<file path="config.mk">
export PLATFORM = sky130hd
export DESIGN_NAME = backlight_sequencer
export DESIGN_NICKNAME = d
export VERILOG_FILES = /design/src/core/bl_seq_pkg.sv /design/src/core/pin_sync.sv /design/src/core/run_timer.sv /design/src/core/backlight_sequencer.sv
export VERILOG_INCLUDE_DIRS = /design/src /design/src/core
export SDC_FILE = /design/constraint.sdc
export NUM_CORES = 1
export LEC_CHECK = 0
export BUFFER_PORTS_ARGS = -buffer_cell sky130_fd_sc_hd__buf_2
export CAP_MARGIN = 25
export CORE_MARGIN = 2
export CORE_UTILIZATION = 45
export DETAILED_ROUTE_END_ITERATION = 16
export MAX_ROUTING_LAYER = met4
export PLACE_DENSITY = 0.75
export SKIP_CTS_REPAIR_TIMING = 1
export SLEW_MARGIN = 20
export SYNTH_ARGS = -nofsm -noshare
export SYNTH_HDL_FRONTEND = slang
export SYNTH_SLANG_ARGS = --single-unit
</file>
<file path="constraint.sdc">
create_clock -name i_clk -period 3.09 [get_ports i_clk]
set_clock_uncertainty 0.2 [all_clocks]
set_input_delay 0.309 -clock i_clk [delete_from_list [all_inputs] [get_ports i_clk]]
set_output_delay 0.309 -clock i_clk [all_outputs]
set_load 0.05 [all_outputs]
</file>
<file path="src/core/bl_seq_map.svh">
// Constant map: timing, register offsets and field positions of the backlight sequencer
`ifndef BL_SEQ_MAP_SVH
`define BL_SEQ_MAP_SVH
`define CLK_PERIOD_NS 5
`define CLK_FREQ_HZ 200000000
`define OSC_FREQ_HZ 2000000
`define OSC_DIV (`CLK_FREQ_HZ / `OSC_FREQ_HZ)
`define OSC_DIV_W 7
`define SHDN_OSC_CYCLES 131072
`define SHDN_CNT_W 18
`define SUPPLY_FILTER_NS 50000
`define SUPPLY_FILTER_CYCLES ((`SUPPLY_FILTER_NS + `CLK_PERIOD_NS - 1) / `CLK_PERIOD_NS)
`define FILT_CNT_W 18
`define APB_AW 12
`define REG_CTRL 12'h000
`define REG_STATUS 12'h004
`define REG_FAULT 12'h008
`define CTRL_RESET 32'h0000_0001
`define CTRL_RUN 0
`define ST_STATE_LSB 0
`define ST_MASK_LSB 4
`define ST_LOCK_LSB 8
`define ST_REGUL_LSB 12
`define ST_UV_OK 16
`define ST_OV_DIS 17
`define ST_OVP 18
`define ST_THERM 19
`define FLT_SHORT 0
`define FLT_OPEN_DIODE 1
`define FLT_OVERCUR 2
`define NUM_SYNC 22
`endif

</file>
<file path="src/core/bl_seq_pkg.sv">
// Types shared by the backlight sequencer
package bl_seq_pkg;
  typedef enum logic [3:0] {
    ST_SHDN = 4'b0001,
    ST_SOFT = 4'b0010,
    ST_RUN = 4'b0100,
    ST_IDLE = 4'b1000
  } seq_state_e;
  typedef logic [3:0] chan_t;
endpackage : bl_seq_pkg

</file>
<file path="src/core/pin_sync.sv">
// Two-stage synchroniser for a group of asynchronous pin levels
`timescale 1ns/1ps
module pin_sync #(
  parameter int W = 1
) (
  // Clock and reset
  input wire logic i_clk,
  input wire logic i_sys_rst,
  // Levels
  input wire logic [W-1:0] i_async,
  output logic [W-1:0] o_sync
);
  logic [W-1:0] meta_reg;
  logic [W-1:0] sync_reg;

  always_ff @(posedge i_clk) begin
    if (i_sys_rst) begin
      meta_reg <= '0;
      sync_reg <= '0;
    end else begin
      meta_reg <= i_async;
      sync_reg <= meta_reg;
    end
  end

  assign o_sync = sync_reg;
endmodule : pin_sync

</file>
<file path="src/core/run_timer.sv">
// Saturating run-length timer: counts ticks while i_run holds, restarts from zero when it drops
`timescale 1ns/1ps
module run_timer #(
  parameter int W = 18,
  parameter logic [W-1:0] LIMIT = '1
) (
  // Clock and reset
  input wire logic i_clk,
  input wire logic i_sys_rst,
  // Control
  input wire logic i_run,
  input wire logic i_tick,
  // Status
  output logic o_expired
);
  logic [W-1:0] count_reg;

  always_ff @(posedge i_clk) begin
    if (i_sys_rst || !i_run) begin
      count_reg <= '0;
    end else if (i_tick && count_reg != LIMIT) begin
      count_reg <= count_reg + 1'b1;
    end
  end

  assign o_expired = (count_reg == LIMIT);
endmodule : run_timer

</file>
<file path="src/core/backlight_sequencer.sv">
// Control and fault sequencer of a four-channel LED backlight driver with APB registers
`timescale 1ns/1ps
`include "bl_seq_map.svh"

// Overview of operation
// Select pins decode one to four channels
// Short check covers non-enabled channels too
// Soft-start: limited boost, sinks at one twentieth
// Leave soft-start when enabled channels regulate
// Enable high: boost and enabled sinks on
// Enable low: all off, compensation floats
// Long enable low: shutdown, clear fault latches
// Timeout is 131072 oscillator cycles exceeded
// After shutdown, enable restarts through soft-start
// Host drives enable PWM at 100-300 Hz
// Dim input high selects quarter current
// Overvoltage locks out unregulated channels
// Every overvoltage event re-evaluates all channels
// Lock-out survives enable low until shutdown
// Locked-out sinks still draw desired current
// Channel short latches boost and sinks off
// Overvoltage comparator: set 200, release 165
// Switch node overvoltage latches device off
// Switch current limit ends each pulse
// Output overcurrent latches disconnect switch off
// Undervoltage: hysteretic on, 50 us filtered off
// Input overvoltage over 50 us disables boost
// Thermal follow: below 1.1, until 1.23
// Enable rising edge restarts shutdown count
// Latched faults hold until shutdown timeout
module backlight_sequencer #(
  parameter int SHDN_TICKS = `SHDN_OSC_CYCLES,
  parameter int FILTER_CYCLES = `SUPPLY_FILTER_CYCLES
) (
  // Clock and reset
  input wire logic i_clk,
  input wire logic i_sys_rst,
  // APB slave
  input wire logic i_psel,
  input wire logic i_penable,
  input wire logic i_pwrite,
  input wire logic [`APB_AW-1:0] i_paddr,
  input wire logic [31:0] i_pwdata,
  output logic [31:0] o_prdata,
  output logic o_pready,
  output logic o_pslverr,
  // Host pins
  input wire logic i_enable_pwm,
  input wire logic i_channel_select_lo,
  input wire logic i_channel_select_hi,
  input wire logic i_quarter_current_input,
  // Analog comparator levels
  input wire logic [3:0] i_sink_regulated,
  input wire logic [3:0] i_sink_short,
  input wire logic i_ovp_above_set,
  input wire logic i_ovp_below_release,
  input wire logic i_switch_node_overvolt,
  input wire logic i_switch_current_limit,
  input wire logic i_disconnect_overcurrent,
  input wire logic i_vin_above_uvlo_hys,
  input wire logic i_vin_below_uvlo,
  input wire logic i_vin_above_ovlo,
  input wire logic i_thermal_below_low,
  input wire logic i_thermal_below_high,
  // Power stage controls
  output logic o_boost_en,
  output logic o_boost_soft_limit,
  output logic o_pulse_terminate,
  output logic o_disconnect_en,
  output logic o_comp_float,
  output logic o_comp_hold_low,
  output logic [3:0] o_sink_en,
  output logic o_sink_soft_level,
  output logic o_sink_quarter,
  output logic [3:0] o_loop_lockout,
  output logic o_thermal_follow,
  output logic o_shutdown
);
  localparam logic [`SHDN_CNT_W-1:0] SHDN_LIMIT = `SHDN_CNT_W'(SHDN_TICKS + 1);
  localparam logic [`FILT_CNT_W-1:0] FILT_LIMIT = `FILT_CNT_W'(FILTER_CYCLES + 1);
  localparam logic [`OSC_DIV_W-1:0] OSC_LAST = `OSC_DIV_W'(`OSC_DIV - 1);

  function automatic bl_seq_pkg::chan_t decode_sel(input logic lo, input logic hi);
    case ({hi, lo})
      2'b00: decode_sel = 4'h1;
      2'b01: decode_sel = 4'h3;
      2'b10: decode_sel = 4'h7;
      default: decode_sel = 4'hF;
    endcase
  endfunction : decode_sel

  // Synchronised pin levels
  logic [`NUM_SYNC-1:0] sync_w;
  logic en_s, sel_lo_s, sel_hi_s, dim_s, ovp_set_s, ovp_rel_s, node_ov_s, ilim_s;
  logic oc_s, uv_hys_s, uv_low_s, ov_hi_s, th_lo_s, th_hi_s;
  bl_seq_pkg::chan_t regul_s, short_s;

  pin_sync #(.W(`NUM_SYNC)) u_sync (
    .i_clk(i_clk),
    .i_sys_rst(i_sys_rst),
    .i_async({i_enable_pwm, i_channel_select_lo, i_channel_select_hi,
      i_quarter_current_input, i_ovp_above_set, i_ovp_below_release,
      i_switch_node_overvolt, i_switch_current_limit, i_disconnect_overcurrent,
      i_vin_above_uvlo_hys, i_vin_below_uvlo, i_vin_above_ovlo,
      i_thermal_below_low, i_thermal_below_high, i_sink_regulated, i_sink_short}),
    .o_sync(sync_w)
  );

  assign {en_s, sel_lo_s, sel_hi_s, dim_s, ovp_set_s, ovp_rel_s, node_ov_s, ilim_s,
    oc_s, uv_hys_s, uv_low_s, ov_hi_s, th_lo_s, th_hi_s, regul_s, short_s} = sync_w;

  // State
  bl_seq_pkg::seq_state_e state_reg, state_next;
  logic [`OSC_DIV_W-1:0] osc_cnt_reg;
  logic [31:0] ctrl_reg;
  logic uv_ok_reg, ov_dis_reg, ovp_reg, therm_reg, soft_done_reg;
  logic flt_short_reg, flt_diode_reg, flt_oc_reg;
  bl_seq_pkg::chan_t lockout_reg, lockout_next;
  logic [31:0] prdata_reg;

  // Decoded conditions
  wire osc_tick = (osc_cnt_reg == OSC_LAST);
  wire bl_seq_pkg::chan_t ch_mask = decode_sel(sel_lo_s, sel_hi_s);
  wire all_regulated = ((regul_s & ch_mask) == ch_mask);
  wire supply_ok = uv_ok_reg && !ov_dis_reg;
  wire fault_any = flt_short_reg || flt_diode_reg || flt_oc_reg;
  wire in_soft = (state_reg == bl_seq_pkg::ST_SOFT);
  wire in_run = (state_reg == bl_seq_pkg::ST_RUN);
  wire in_idle = (state_reg == bl_seq_pkg::ST_IDLE);
  wire run_bit = ctrl_reg[`CTRL_RUN];
  wire active = en_s && supply_ok && !fault_any && run_bit && (in_soft || in_run);
  wire ovp_next = ovp_set_s || (ovp_reg && !ovp_rel_s);
  wire ovp_rise = ovp_next && !ovp_reg;
  wire sd_expired, uv_expired, ov_expired;
  wire sd_clear = sd_expired && in_idle;

  // Shutdown timeout counts oscillator ticks of one continuous low period
  run_timer #(.W(`SHDN_CNT_W), .LIMIT(SHDN_LIMIT)) u_shdn_timer (
    .i_clk(i_clk),
    .i_sys_rst(i_sys_rst),
    .i_run(!en_s && in_idle),
    .i_tick(osc_tick),
    .o_expired(sd_expired)
  );

  // Supply glitch filters run on the system clock
  run_timer #(.W(`FILT_CNT_W), .LIMIT(FILT_LIMIT)) u_uv_timer (
    .i_clk(i_clk),
    .i_sys_rst(i_sys_rst),
    .i_run(uv_low_s),
    .i_tick(1'b1),
    .o_expired(uv_expired)
  );

  run_timer #(.W(`FILT_CNT_W), .LIMIT(FILT_LIMIT)) u_ov_timer (
    .i_clk(i_clk),
    .i_sys_rst(i_sys_rst),
    .i_run(ov_hi_s),
    .i_tick(1'b1),
    .o_expired(ov_expired)
  );

  // Sequencer
  always_comb begin
    state_next = state_reg;
    case (state_reg)
      bl_seq_pkg::ST_SHDN: begin
        if (en_s && supply_ok) begin
          state_next = bl_seq_pkg::ST_SOFT;
        end
      end
      bl_seq_pkg::ST_SOFT: begin
        if (!en_s) begin
          state_next = bl_seq_pkg::ST_IDLE;
        end else if (all_regulated && supply_ok && !fault_any) begin
          state_next = bl_seq_pkg::ST_RUN;
        end
      end
      bl_seq_pkg::ST_RUN: begin
        if (!en_s) begin
          state_next = bl_seq_pkg::ST_IDLE;
        end else if (!supply_ok) begin
          state_next = bl_seq_pkg::ST_SOFT;
        end
      end
      bl_seq_pkg::ST_IDLE: begin
        if (sd_clear) begin
          state_next = bl_seq_pkg::ST_SHDN;
        end else if (en_s) begin
          state_next = soft_done_reg ? bl_seq_pkg::ST_RUN : bl_seq_pkg::ST_SOFT;
        end
      end
      default: state_next = bl_seq_pkg::ST_SHDN;
    endcase
  end

  // Each overvoltage edge retests every enabled channel; a set beats the shutdown clear
  assign lockout_next = ovp_rise ? (ch_mask & ~regul_s) :
    (sd_clear ? 4'h0 : lockout_reg);

  always_ff @(posedge i_clk) begin
    if (i_sys_rst) begin
      state_reg <= bl_seq_pkg::ST_SHDN;
      osc_cnt_reg <= '0;
      soft_done_reg <= 1'b0;
      lockout_reg <= 4'h0;
      ovp_reg <= 1'b0;
    end else begin
      state_reg <= state_next;
      osc_cnt_reg <= osc_tick ? '0 : osc_cnt_reg + 1'b1;
      soft_done_reg <= (in_soft && state_next == bl_seq_pkg::ST_RUN) ||
        (soft_done_reg && !sd_clear && supply_ok);
      lockout_reg <= lockout_next;
      ovp_reg <= ovp_next;
    end
  end

  // Latched faults: new events win over the shutdown clear
  always_ff @(posedge i_clk) begin
    if (i_sys_rst) begin
      flt_short_reg <= 1'b0;
      flt_diode_reg <= 1'b0;
      flt_oc_reg <= 1'b0;
    end else begin
      flt_short_reg <= (|short_s) || (flt_short_reg && !sd_clear);
      flt_diode_reg <= node_ov_s || (flt_diode_reg && !sd_clear);
      flt_oc_reg <= oc_s || (flt_oc_reg && !sd_clear);
    end
  end

  // Supply monitors and thermal hysteresis
  always_ff @(posedge i_clk) begin
    if (i_sys_rst) begin
      uv_ok_reg <= 1'b0;
      ov_dis_reg <= 1'b0;
      therm_reg <= 1'b0;
    end else begin
      uv_ok_reg <= uv_hys_s || (uv_ok_reg && !uv_expired);
      ov_dis_reg <= ov_expired || (ov_dis_reg && !(!ov_hi_s && en_s));
      therm_reg <= th_lo_s || (therm_reg && th_hi_s);
    end
  end

  // Registered power stage controls
  logic boost_reg, boost_lim_reg, term_reg, disc_reg, cfloat_reg, chold_reg;
  logic soft_lvl_reg, quarter_reg, therm_out_reg, shdn_reg;
  bl_seq_pkg::chan_t sink_reg, lock_out_reg;

  always_ff @(posedge i_clk) begin
    if (i_sys_rst) begin
      boost_reg <= 1'b0;
      boost_lim_reg <= 1'b0;
      term_reg <= 1'b0;
      disc_reg <= 1'b0;
      cfloat_reg <= 1'b1;
      chold_reg <= 1'b0;
      sink_reg <= 4'h0;
      soft_lvl_reg <= 1'b0;
      quarter_reg <= 1'b0;
      lock_out_reg <= 4'h0;
      therm_out_reg <= 1'b0;
      shdn_reg <= 1'b1;
    end else begin
      boost_reg <= active && !ov_expired;
      boost_lim_reg <= active && in_soft;
      term_reg <= ilim_s;
      disc_reg <= !flt_oc_reg && !oc_s;
      cfloat_reg <= !en_s;
      chold_reg <= in_soft;
      sink_reg <= active ? ch_mask : 4'h0;
      soft_lvl_reg <= active && in_soft;
      quarter_reg <= dim_s;
      lock_out_reg <= lockout_reg;
      therm_out_reg <= therm_reg;
      shdn_reg <= (state_reg == bl_seq_pkg::ST_SHDN);
    end
  end

  assign o_boost_en = boost_reg;
  assign o_boost_soft_limit = boost_lim_reg;
  assign o_pulse_terminate = term_reg;
  assign o_disconnect_en = disc_reg;
  assign o_comp_float = cfloat_reg;
  assign o_comp_hold_low = chold_reg;
  assign o_sink_en = sink_reg;
  assign o_sink_soft_level = soft_lvl_reg;
  assign o_sink_quarter = quarter_reg;
  assign o_loop_lockout = lock_out_reg;
  assign o_thermal_follow = therm_out_reg;
  assign o_shutdown = shdn_reg;

  // APB slave: zero wait states, read data captured in the setup phase
  wire hit_ctrl = (i_paddr == `REG_CTRL);
  wire hit_status = (i_paddr == `REG_STATUS);
  wire hit_fault = (i_paddr == `REG_FAULT);
  wire hit_any = hit_ctrl || hit_status || hit_fault;
  wire setup_ph = i_psel && !i_penable;
  wire access_ph = i_psel && i_penable;
  wire wr_ctrl = access_ph && i_pwrite && hit_ctrl;

  logic [31:0] status_w, fault_w, rdata_w;
  always_comb begin
    status_w = 32'h0000_0000;
    status_w[`ST_STATE_LSB +: 4] = state_reg;
    status_w[`ST_MASK_LSB +: 4] = ch_mask;
    status_w[`ST_LOCK_LSB +: 4] = lockout_reg;
    status_w[`ST_REGUL_LSB +: 4] = regul_s;
    status_w[`ST_UV_OK] = uv_ok_reg;
    status_w[`ST_OV_DIS] = ov_dis_reg;
    status_w[`ST_OVP] = ovp_reg;
    status_w[`ST_THERM] = therm_reg;
    fault_w = 32'h0000_0000;
    fault_w[`FLT_SHORT] = flt_short_reg;
    fault_w[`FLT_OPEN_DIODE] = flt_diode_reg;
    fault_w[`FLT_OVERCUR] = flt_oc_reg;
  end

  assign rdata_w = hit_ctrl ? ctrl_reg : (hit_status ? status_w :
    (hit_fault ? fault_w : 32'h0000_0000));

  always_ff @(posedge i_clk) begin
    if (i_sys_rst) begin
      ctrl_reg <= `CTRL_RESET;
      prdata_reg <= 32'h0000_0000;
    end else begin
      if (wr_ctrl) begin
        ctrl_reg <= {31'h0000_0000, i_pwdata[`CTRL_RUN]};
      end
      if (setup_ph && !i_pwrite) begin
        prdata_reg <= rdata_w;
      end
    end
  end

  assign o_prdata = prdata_reg;
  assign o_pready = 1'b1;
  assign o_pslverr = access_ph && !hit_any;
endmodule : backlight_sequencer

</file>
==> run_results.csv, run 1 <==
group,metric,value,unit
run_status,run_status,"completed",
place,place_area,6888,sq um
clocking,htreeDepth,4,
synth,yosysSeqAreaShare,49.63,%
clocking,clk_pin_slew,0.07,ns
global_routing,grt_pass1_vias,4533,
clocking,cts_tree,"done",
pwr,comb_power_share,4.5,%
route,firstDrtPassIters,4,
cells_and_area,fin_nets,865,
place,place_congestion,0.8091,
place,dp_worst_setup_slack,0.7080,ns
global_routing,grt_max_degree,52,
route,dr.first_iter.drc_count,584,
timing,setup_viol,0,
cells_and_area,final_cell_mix,"159 x dfxtp_1, 78 x buf_2, 65 x nor2_1",
cells_and_area,syn2layout_area_growth,19.74,%
die,start_util,46.21,%
worst_setup_path,cp_cell_sequence,"or4b_4 -> or3_1 -> a2111o_1 -> o21ai_0",
run,drv_cap,0,
synth,synth_edf_count,0,
worst_setup_path,r2r_start,"state_reg[3]",
pwr,power.leakage,2.861,nW
min_path,hold_path_class,"in -> reg",
place,dp_hpwl,8819,um
min_path,hold_depth,3,
timing,finalWorstSetupSlack,0.6851,ns
synth,avgSynthCellArea,9.228,sq um
route,antenna_left,0,
die,core,13880,sq um
worst_setup_path,crit_type,"reg -> reg",
pwr,pwr-share-seq,49.7,%
global_routing,grt-ovfl-total,0,
synth,netlist_area,6414,sq um
timing,post-route-period-util,77.83,%
worst_setup_path,start_kind,"flip-flop",
worst_setup_path,crit_family,"simple AND/OR/NAND/NOR gates",
pwr,powerDensity,553.0,nW/um^2
route,vias,5137,
die,die_area,15220,sq um
global_routing,antenna_found_initial,0,
pwr,netSwitchingFraction,23.56,%
min_path,hold_start,"i_psel",
die,die_w,123.4,um
cells_and_area,instances_no_fill,979,
global_routing,grt_pass1_wl,21560,um
pwr,power.internal,3.246,mW
timing,relSlewSlack,43.74,%
pwr,pwr-share-clk,45.8,%
synth,ys_ff_latch,159,
cells_and_area,antenna_cells,0,
timing,grt_setup_unrepaired,"no",
worst_setup_path,crit_fanout,15,
synth,ys_types,63,
cells_and_area,final_common_cell,"dfxtp_1",
worst_setup_path,crit_path_end_kind,"flip-flop",
worst_setup_path,cp_slowest_cell,"or3_1",
synth,synthCells,695,
route,drt_wl_total,13310,um
pwr,power,4.247,mW
timing,period_needed,2.405,ns
synth,yosysWarningCount,0,
min_path,whs_endpoint,"o_prdata[0]",
clocking,cts.path.max_buffers,2,
cells_and_area,fill_cells,1238,
synth,synthFlopType,"dfxtp_1",
timing,finalSetupTns,0,ns
die,fp.dieH,123.4,um
pwr,switching_power,1.000,mW
worst_setup_path,r2r_slack,0.69,ns
cells_and_area,drive_above_1_share,15.77,%
die,pin_count,123,
route,wire_per_inst,13.60,um
timing,worstMarginPinSlew,0.8374,ns
worst_setup_path,max_stage_delay,0.58,ns
die,rows,43,
cells_and_area,postLayoutCellArea,7680,sq um
pwr,peakVddDrop,0.0003996,V
worst_setup_path,r2r_cells,4,
timing,finalMaxSlewViolations,0,
place,dp.cells,924,
timing,timing.fmax,0.4158,GHz
timing,finalHoldViolCount,0,
worst_setup_path,cp.buffers_inverters,0,
clocking,cts_sinks,159,
synth,async_flop_share,0,%
worst_setup_path,r2r-end,"u_shdn_timer.count_reg[2]",
global_routing,grtUsageTotal,18.64,%
worst_setup_path,cp.arrival,2.55,ns
clocking,clock-root-buffer,"clkbuf_16",
route,viasPerCell,5.247,
clocking,insertion_delay,0.42,ns
clocking,cts_buffers,17,
route,drc,0,
worst_setup_path,cp_data_required_time,3.23,ns
place,port-buffer-count,78,
## worst max path at each step
| stage | startpoint | endpoint | slack, ns | depth (start not counted) |
|---|---|---|---|---|
| global placement | i_paddr[7] | o_prdata[7] | 0.75 | 6 |
| finish | state_reg[3] | u_shdn_timer.count_reg[2] | 0.69 | 4 |
| global route | state_reg[3] | u_shdn_timer.count_reg[2] | 0.60 | 4 |
| CTS | state_reg[3] | u_shdn_timer.count_reg[2] | 0.72 | 4 |
| detailed placement | i_paddr[7] | o_prdata[7] | 0.71 | 6 |
| floorplan | i_paddr[7] | o_pslverr | 0.75 | 4 |
## metrics by stage
stage	hold WS (ns)	utilization [%]
finish	0.01945	55.33
global route	0.03833	55.33
CTS	-0.1225	53.60
detailed placement	0.2204	49.62
global placement	0.2149	49.62
floorplan	0.1979	-
## synthesized netlist by cell type, types with 5 or more instances
cell type    n  share of area (%)
xor2_1      10                1.4
nor4_1      14                1.4
nand3_1     30                2.3
nor2b_1     58                5.7
mux2i_1      6               0.94
o21ai_0     22                1.7
clkbuf_1    21                1.2
or4_1        8               0.94
or3_1       17                1.7
a21oi_1     28                2.2
xnor2_1     21                2.9
nand2_1     38                2.2
ha_1         7                1.4
buf_4       14                1.6
and3_1      10               0.98
nand4_1     19                1.9
nor4b_1      7               0.96
a32oi_1     14                1.9
nand2b_1     8               0.78
nor2_1      65                3.8
inv_1       20                1.2
dfxtp_1    159                 50
buf_2        6               0.47
nor3_1      21                1.6
buf_1        5               0.29
## cell type report
cell class | instances | area (sq um) | share of cell area, %
clock buffers | 19 | 452.9 | 5.898
flip-flops and latches | 159 | 3183 | 41.45
clock inverters | 12 | 98.84 | 1.287
repair buffers | 109 | 683.2 | 8.895
well taps | 180 | 225.2 | 2.933
inverters | 20 | 75.07 | 0.9775
multi-input cells | 480 | 2962 | 38.56
## power by group through the flow
stage / Sequential, mW / Combinational (mW) / Clock [mW]
5_1_grt: 2.12 / 0.209 / 2.07
4_1_cts: 2.11 / 0.166 / 1.97
6_report: 2.11 / 0.190 / 1.95
2_1_floorplan: 2.16 / 0.124 / 0
3_3_place_gp: 2.16 / 0.164 / 0
3_5_place_dp: 2.16 / 0.166 / 0
## worst min-delay path, stage by stage
cell and delay (ns):
buf_2 0.11, nand4_1 0.10, a21oi_1 0.07
## per-layer routing
metal	global-route usage [%]	vias to the layer above	wire length, um
li1	-	2618	-
met1	24.12	2385	6521
met2	27.88	119	6082
met3	5.074	15	522
met4	6.960	0	185
met5	-	-	0
## cell families (layout without fill, tap and decap cells)
family,count (synthesis),after routing,synth area share (%)
compound gates,102,102,10.67
xor+xnor,31,31,4.233
fa+ha+maj,7,7,1.366
buf+inv,67,160,4.975
flops,159,159,49.63
mux,6,6,0.9364
other cells,2,13,0.1171
simple gates,321,321,28.07
(Power assumes the default switching activity.)
==> run 2, diff against run 1 <==
Clock period 3.09 ns to 2.35 ns, I/O delays scaled along.
==> run_results.csv, run 2 (synthesis gave the netlist of run 1 again) <==
group,metric,value,unit
global_routing,antenna_found_initial,0,
timing,finalMaxSlewViolations,0,
timing,relSlewSlack,56.77,%
cells_and_area,postLayoutCellArea,7824,sq um
worst_setup_path,crit_family,"simple AND/OR/NAND/NOR gates",
route,drc,0,
die,rows,43,
run_status,run_status,"completed",
die,start_util,46.21,%
place,dp_hpwl,8978,um
worst_setup_path,cp_cell_sequence,"or4_1 -> nor4_4 -> a31oi_2 -> a32o_1",
cells_and_area,fin_nets,881,
route,vias,5195,
timing,finalSetupTns,0,ns
worst_setup_path,max_stage_delay,0.58,ns
die,core,13880,sq um
cells_and_area,final_cell_mix,"159 x dfxtp_1, 78 x buf_2, 65 x nor2_1",
worst_setup_path,cp_slowest_cell,"or4_1",
worst_setup_path,cp.arrival,2.28,ns
worst_setup_path,crit_type,"reg -> reg",
clocking,cts_sinks,159,
place,port-buffer-count,78,
worst_setup_path,cp_data_required_time,2.46,ns
global_routing,grt-ovfl-total,0,
route,dr.first_iter.drc_count,302,
clocking,cts_tree,"done",
route,antenna_left,0,
timing,grt_setup_unrepaired,"no",
place,place_area,7013,sq um
place,place_congestion,0.8194,
route,firstDrtPassIters,4,
global_routing,grt_max_degree,39,
clocking,clock-root-buffer,"clkbuf_16",
worst_setup_path,crit_fanout,9,
die,die_area,15220,sq um
worst_setup_path,start_kind,"flip-flop",
pwr,power,5.618,mW
timing,post-route-period-util,92.01,%
clocking,htreeDepth,4,
die,fp.dieH,123.4,um
global_routing,grtUsageTotal,18.92,%
clocking,insertion_delay,0.42,ns
clocking,cts_buffers,17,
global_routing,grt_pass1_vias,4700,
clocking,clk_pin_slew,0.06,ns
global_routing,grt_pass1_wl,21930,um
route,wire_per_inst,13.41,um
pwr,power.leakage,2.955,nW
timing,finalHoldViolCount,0,
timing,setup_viol,0,
cells_and_area,final_common_cell,"dfxtp_1",
clocking,cts.path.max_buffers,2,
timing,worstMarginPinSlew,0.6469,ns
route,drt_wl_total,13350,um
run,drv_cap,0,
pwr,peakVddDrop,0.0005048,V
route,viasPerCell,5.216,
pwr,powerDensity,718.0,nW/um^2
worst_setup_path,cp.buffers_inverters,0,
cells_and_area,antenna_cells,0,
die,die_w,123.4,um
timing,period_needed,2.162,ns
min_path,hold_path_class,"in -> reg",
timing,timing.fmax,0.4625,GHz
worst_setup_path,crit_path_end_kind,"flip-flop",
cells_and_area,drive_above_1_share,17.28,%
cells_and_area,syn2layout_area_growth,21.99,%
die,pin_count,123,
## run 2: cell types whose count changed in the layout (fill, tap and decap cells not counted)
| cell | previous run | this run |
|---|---|---|
| bufinv_16 | 0 | 1 |
| clkbuf_8 | 2 | 0 |
| dlygate4sd3_1 | 24 | 25 |
| buf_4 | 7 | 21 |
| clkinv_2 | 1 | 3 |
| clkinv_4 | 1 | 4 |
| clkinvlp_4 | 4 | 1 |
| buf_12 | 0 | 1 |
| inv_8 | 1 | 0 |
| clkbuf_1 | 0 | 1 |
## run 2: path summary, 6_finish.rpt
path,startpoint,to,slack (ns),cells past startpoint
worst min-delay path,i_sys_rst,o_prdata[9],0.02,2
worst max register to register,u_shdn_timer.count_reg[10],lockout_reg[2],0.19,4
worst max-delay path,u_shdn_timer.count_reg[10],lockout_reg[2],0.19,4
worst min register to register,u_sync.o_sync[12],uv_ok_reg,0.23,2
## run 2: through the flow
stage                     util (%)  hold WS (ns)  setup slack (ns)  cells
after floorplan                  -        0.1632            0.1562    706
after global placement       50.52        0.2152            0.2147    939
after detailed placement     50.52        0.2204            0.2045    939
after CTS                    54.56       -0.1960            0.1814    971
after global routing         56.36       0.02347           0.01556    996
final                        56.36       0.01549            0.1877    996
## run 2: worst reg2reg max path, stage by stage, from the launching register on
cell and delay (ns):
dfxtp_1 0.34, or4_1 0.58, nor4_4 0.29, a31oi_2 0.32, a32o_1 0.34
## run 2: cell type report
| cell class | instances | area [sq um] |
|---|---|---|
| sequential | 159 | 3183 |
| clock inverter | 14 | 131.4 |
| multi-input combinational | 480 | 2962 |
| clock buffer | 18 | 429.2 |
| inverter | 20 | 75.07 |
| timing repair buffer | 125 | 818.3 |
| tap | 180 | 225.2 |
| fill | 1215 | 6057 |
## run 2: power breakdown
group | switching, mW | internal [mW]
Clock | 1.11 | 1.47
Sequential | 0.0271 | 2.75
Combinational | 0.156 | 0.101
## run 2: metal layers
layer	share of wire (%)	track usage, %
met5	0	-
met4	2.0	7.599
met1	46	24.17
met3	5.9	4.751
met2	46	28.71
==> run 3, diff against run 2 <==
Settings changed: RECOVER_POWER set to 50, REMOVE_ABC_BUFFERS set to 1.
==> run_results.csv, run 3 (synthesis gave the netlist of run 1 again) <==
group,metric,value,unit
run_status,run_status,"completed",
place,port-buffer-count,78,
global_routing,antenna_found_initial,0,
worst_setup_path,cp.arrival,2.32,ns
pwr,power.leakage,2.803,nW
cells_and_area,instances_no_fill,996,
timing,finalHoldViolCount,0,
global_routing,grt_pass1_vias,4736,
timing,setup_viol,0,
place,dp_hpwl,9235,um
die,die_area,15220,sq um
worst_setup_path,r2r-end,"u_shdn_timer.count_reg[17]",
clocking,cts_tree,"done",
cells_and_area,fin_nets,881,
timing,finalSetupTns,0,ns
global_routing,grt_max_degree,49,
route,firstDrtPassIters,4,
place,dp.cells,939,
worst_setup_path,cp_data_required_time,2.50,ns
global_routing,grt-ovfl-total,0,
worst_setup_path,cp.buffers_inverters,4,
route,antenna_left,0,
die,rows,43,
timing,relSlewSlack,22.25,%
min_path,hold_depth,4,
route,wl_met2,6427,um
worst_setup_path,cp_cell_sequence,"buf_2 -> or4_1 -> nor4_4 -> buf_12 -> buf_4 -> nand4_1 -> dlygate4sd3_1 -> a21oi_1",
min_path,hold_start,"i_paddr[3]",
worst_setup_path,crit_fanout,19,
worst_setup_path,max_stage_delay,0.57,ns
timing,grt_setup_unrepaired,"no",
die,fp.dieH,123.4,um
cells_and_area,syn2layout_area_growth,21.23,%
clocking,clk_pin_slew,0.06,ns
cells_and_area,drive_above_1_share,12.38,%
route,dr.first_iter.drc_count,311,
timing,period_needed,2.176,ns
min_path,hold_path_class,"in -> reg",
timing,worstMarginPinSlew,1.166,ns
pwr,powerDensity,734.4,nW/um^2
global_routing,grtUsageTotal,19.32,%
cells_and_area,antenna_cells,0,
route,dr_wl_met3,678,um
timing,timing.fmax,0.4596,GHz
global_routing,grt_pass1_wl,22450,um
min_path,whs_endpoint,"o_prdata[1]",
cells_and_area,final_common_cell,"dfxtp_1",
worst_setup_path,crit_type,"in -> reg",
run,drv_cap,0,
worst_setup_path,r2r_cells,4,
clocking,cts.path.max_buffers,2,
die,die_w,123.4,um
worst_setup_path,crit_path_end_kind,"flip-flop",
route,viasPerCell,5.279,
clocking,cts_sinks,159,
clocking,cts_buffers,17,
route,vias,5258,
worst_setup_path,crit_family,"buffers and inverters",
route,met1_length,6434,um
timing,hold_ws,0.03094,ns
worst_setup_path,start_kind,"input pin",
pwr,peakVddDrop,0.0005757,V
die,start_util,46.21,%
worst_setup_path,r2r_start,"u_shdn_timer.count_reg[7]",
clocking,htreeDepth,4,
worst_setup_path,cp_slowest_cell,"dlygate4sd3_1",
cells_and_area,final_cell_mix,"159 x dfxtp_1, 65 x nor2_1, 58 x nor2b_1",
clocking,insertion_delay,0.43,ns
clocking,clock-root-buffer,"clkbuf_16",
die,pin_count,123,
worst_setup_path,cp.depth,8,
cells_and_area,finish.utilization,56.01,%
timing,post-route-period-util,92.59,%
pwr,power,5.710,mW
route,drt_wl_total,13790,um
route,drc,0,
worst_setup_path,r2r_slack,0.20,ns
route,top_layer_used,"met4",
timing,finalMaxSlewViolations,0,
place,place_congestion,0.8531,
die,core,13880,sq um
route,wire_per_inst,13.84,um
worst_setup_path,crit_start,"i_paddr[7]",
-- run 3: changes by cell type in the layout (fill, tap and decap cells not counted) --
cell and delta:
clkinvlp_4 -1, inv_8 +3, clkbuf_2 +1, buf_4 -6
buf_2 -35, clkbuf_1 +40, clkinv_2 -2
-- run 3: power by group --
group	switching, mW	total [mW]	internal [mW]
Clock	1.18	2.68	1.50
Combinational	0.159	0.257	0.0980
Sequential	0.0281	2.78	2.75
-- run 3: cell type report --
class	count	area [sq um]
Fill cell	1231	6106
Inverter	20	75.07
Timing Repair Buffer	125	753.2
Clock buffer	18	429.2
Clock inverter	14	147.6
Multi-Input combinational cell	480	2962
Tap cell	180	225.2
Sequential cell	159	3183
-- run 3: worst register-to-register path: cells and delay by family (launching register included) --
| family | cells | cell delay (ns) |
|---|---|---|
| DFF | 1 | 0.43 |
| and+or+nand+nor | 3 | 1.30 |
| AOI/OAI and AO/OA | 1 | 0.16 |
-- run 3: metrics by stage --
| stage | setup WS, ns | area [sq um] |
|---|---|---|
| final | 0.1740 | 7775 |
| after global routing | 0.06545 | 7775 |
| after CTS | 0.2070 | 7590 |
| after detailed placement | 0.2221 | 7013 |
| after global placement | 0.2405 | 7013 |
| after floorplan | -0.6306 | 6211 |
-- run 3: per-layer routing --
metal,GRT usage (%),vias to the layer above
met5,-,-
met4,7.599,0
met3,4.843,24
met2,29.53,143
met1,24.55,2455
li1,-,2636
-- run 3: how the worst max path moves through the flow --
stage | endpoint | slack [ns]
after floorplan | o_pslverr | -0.63
after global placement | o_pslverr | 0.24
after detailed placement | u_shdn_timer.count_reg[16] | 0.22
after CTS | u_shdn_timer.count_reg[16] | 0.21
after global routing | u_shdn_timer.count_reg[17] | 0.07
final | o_prdata[0] | 0.17
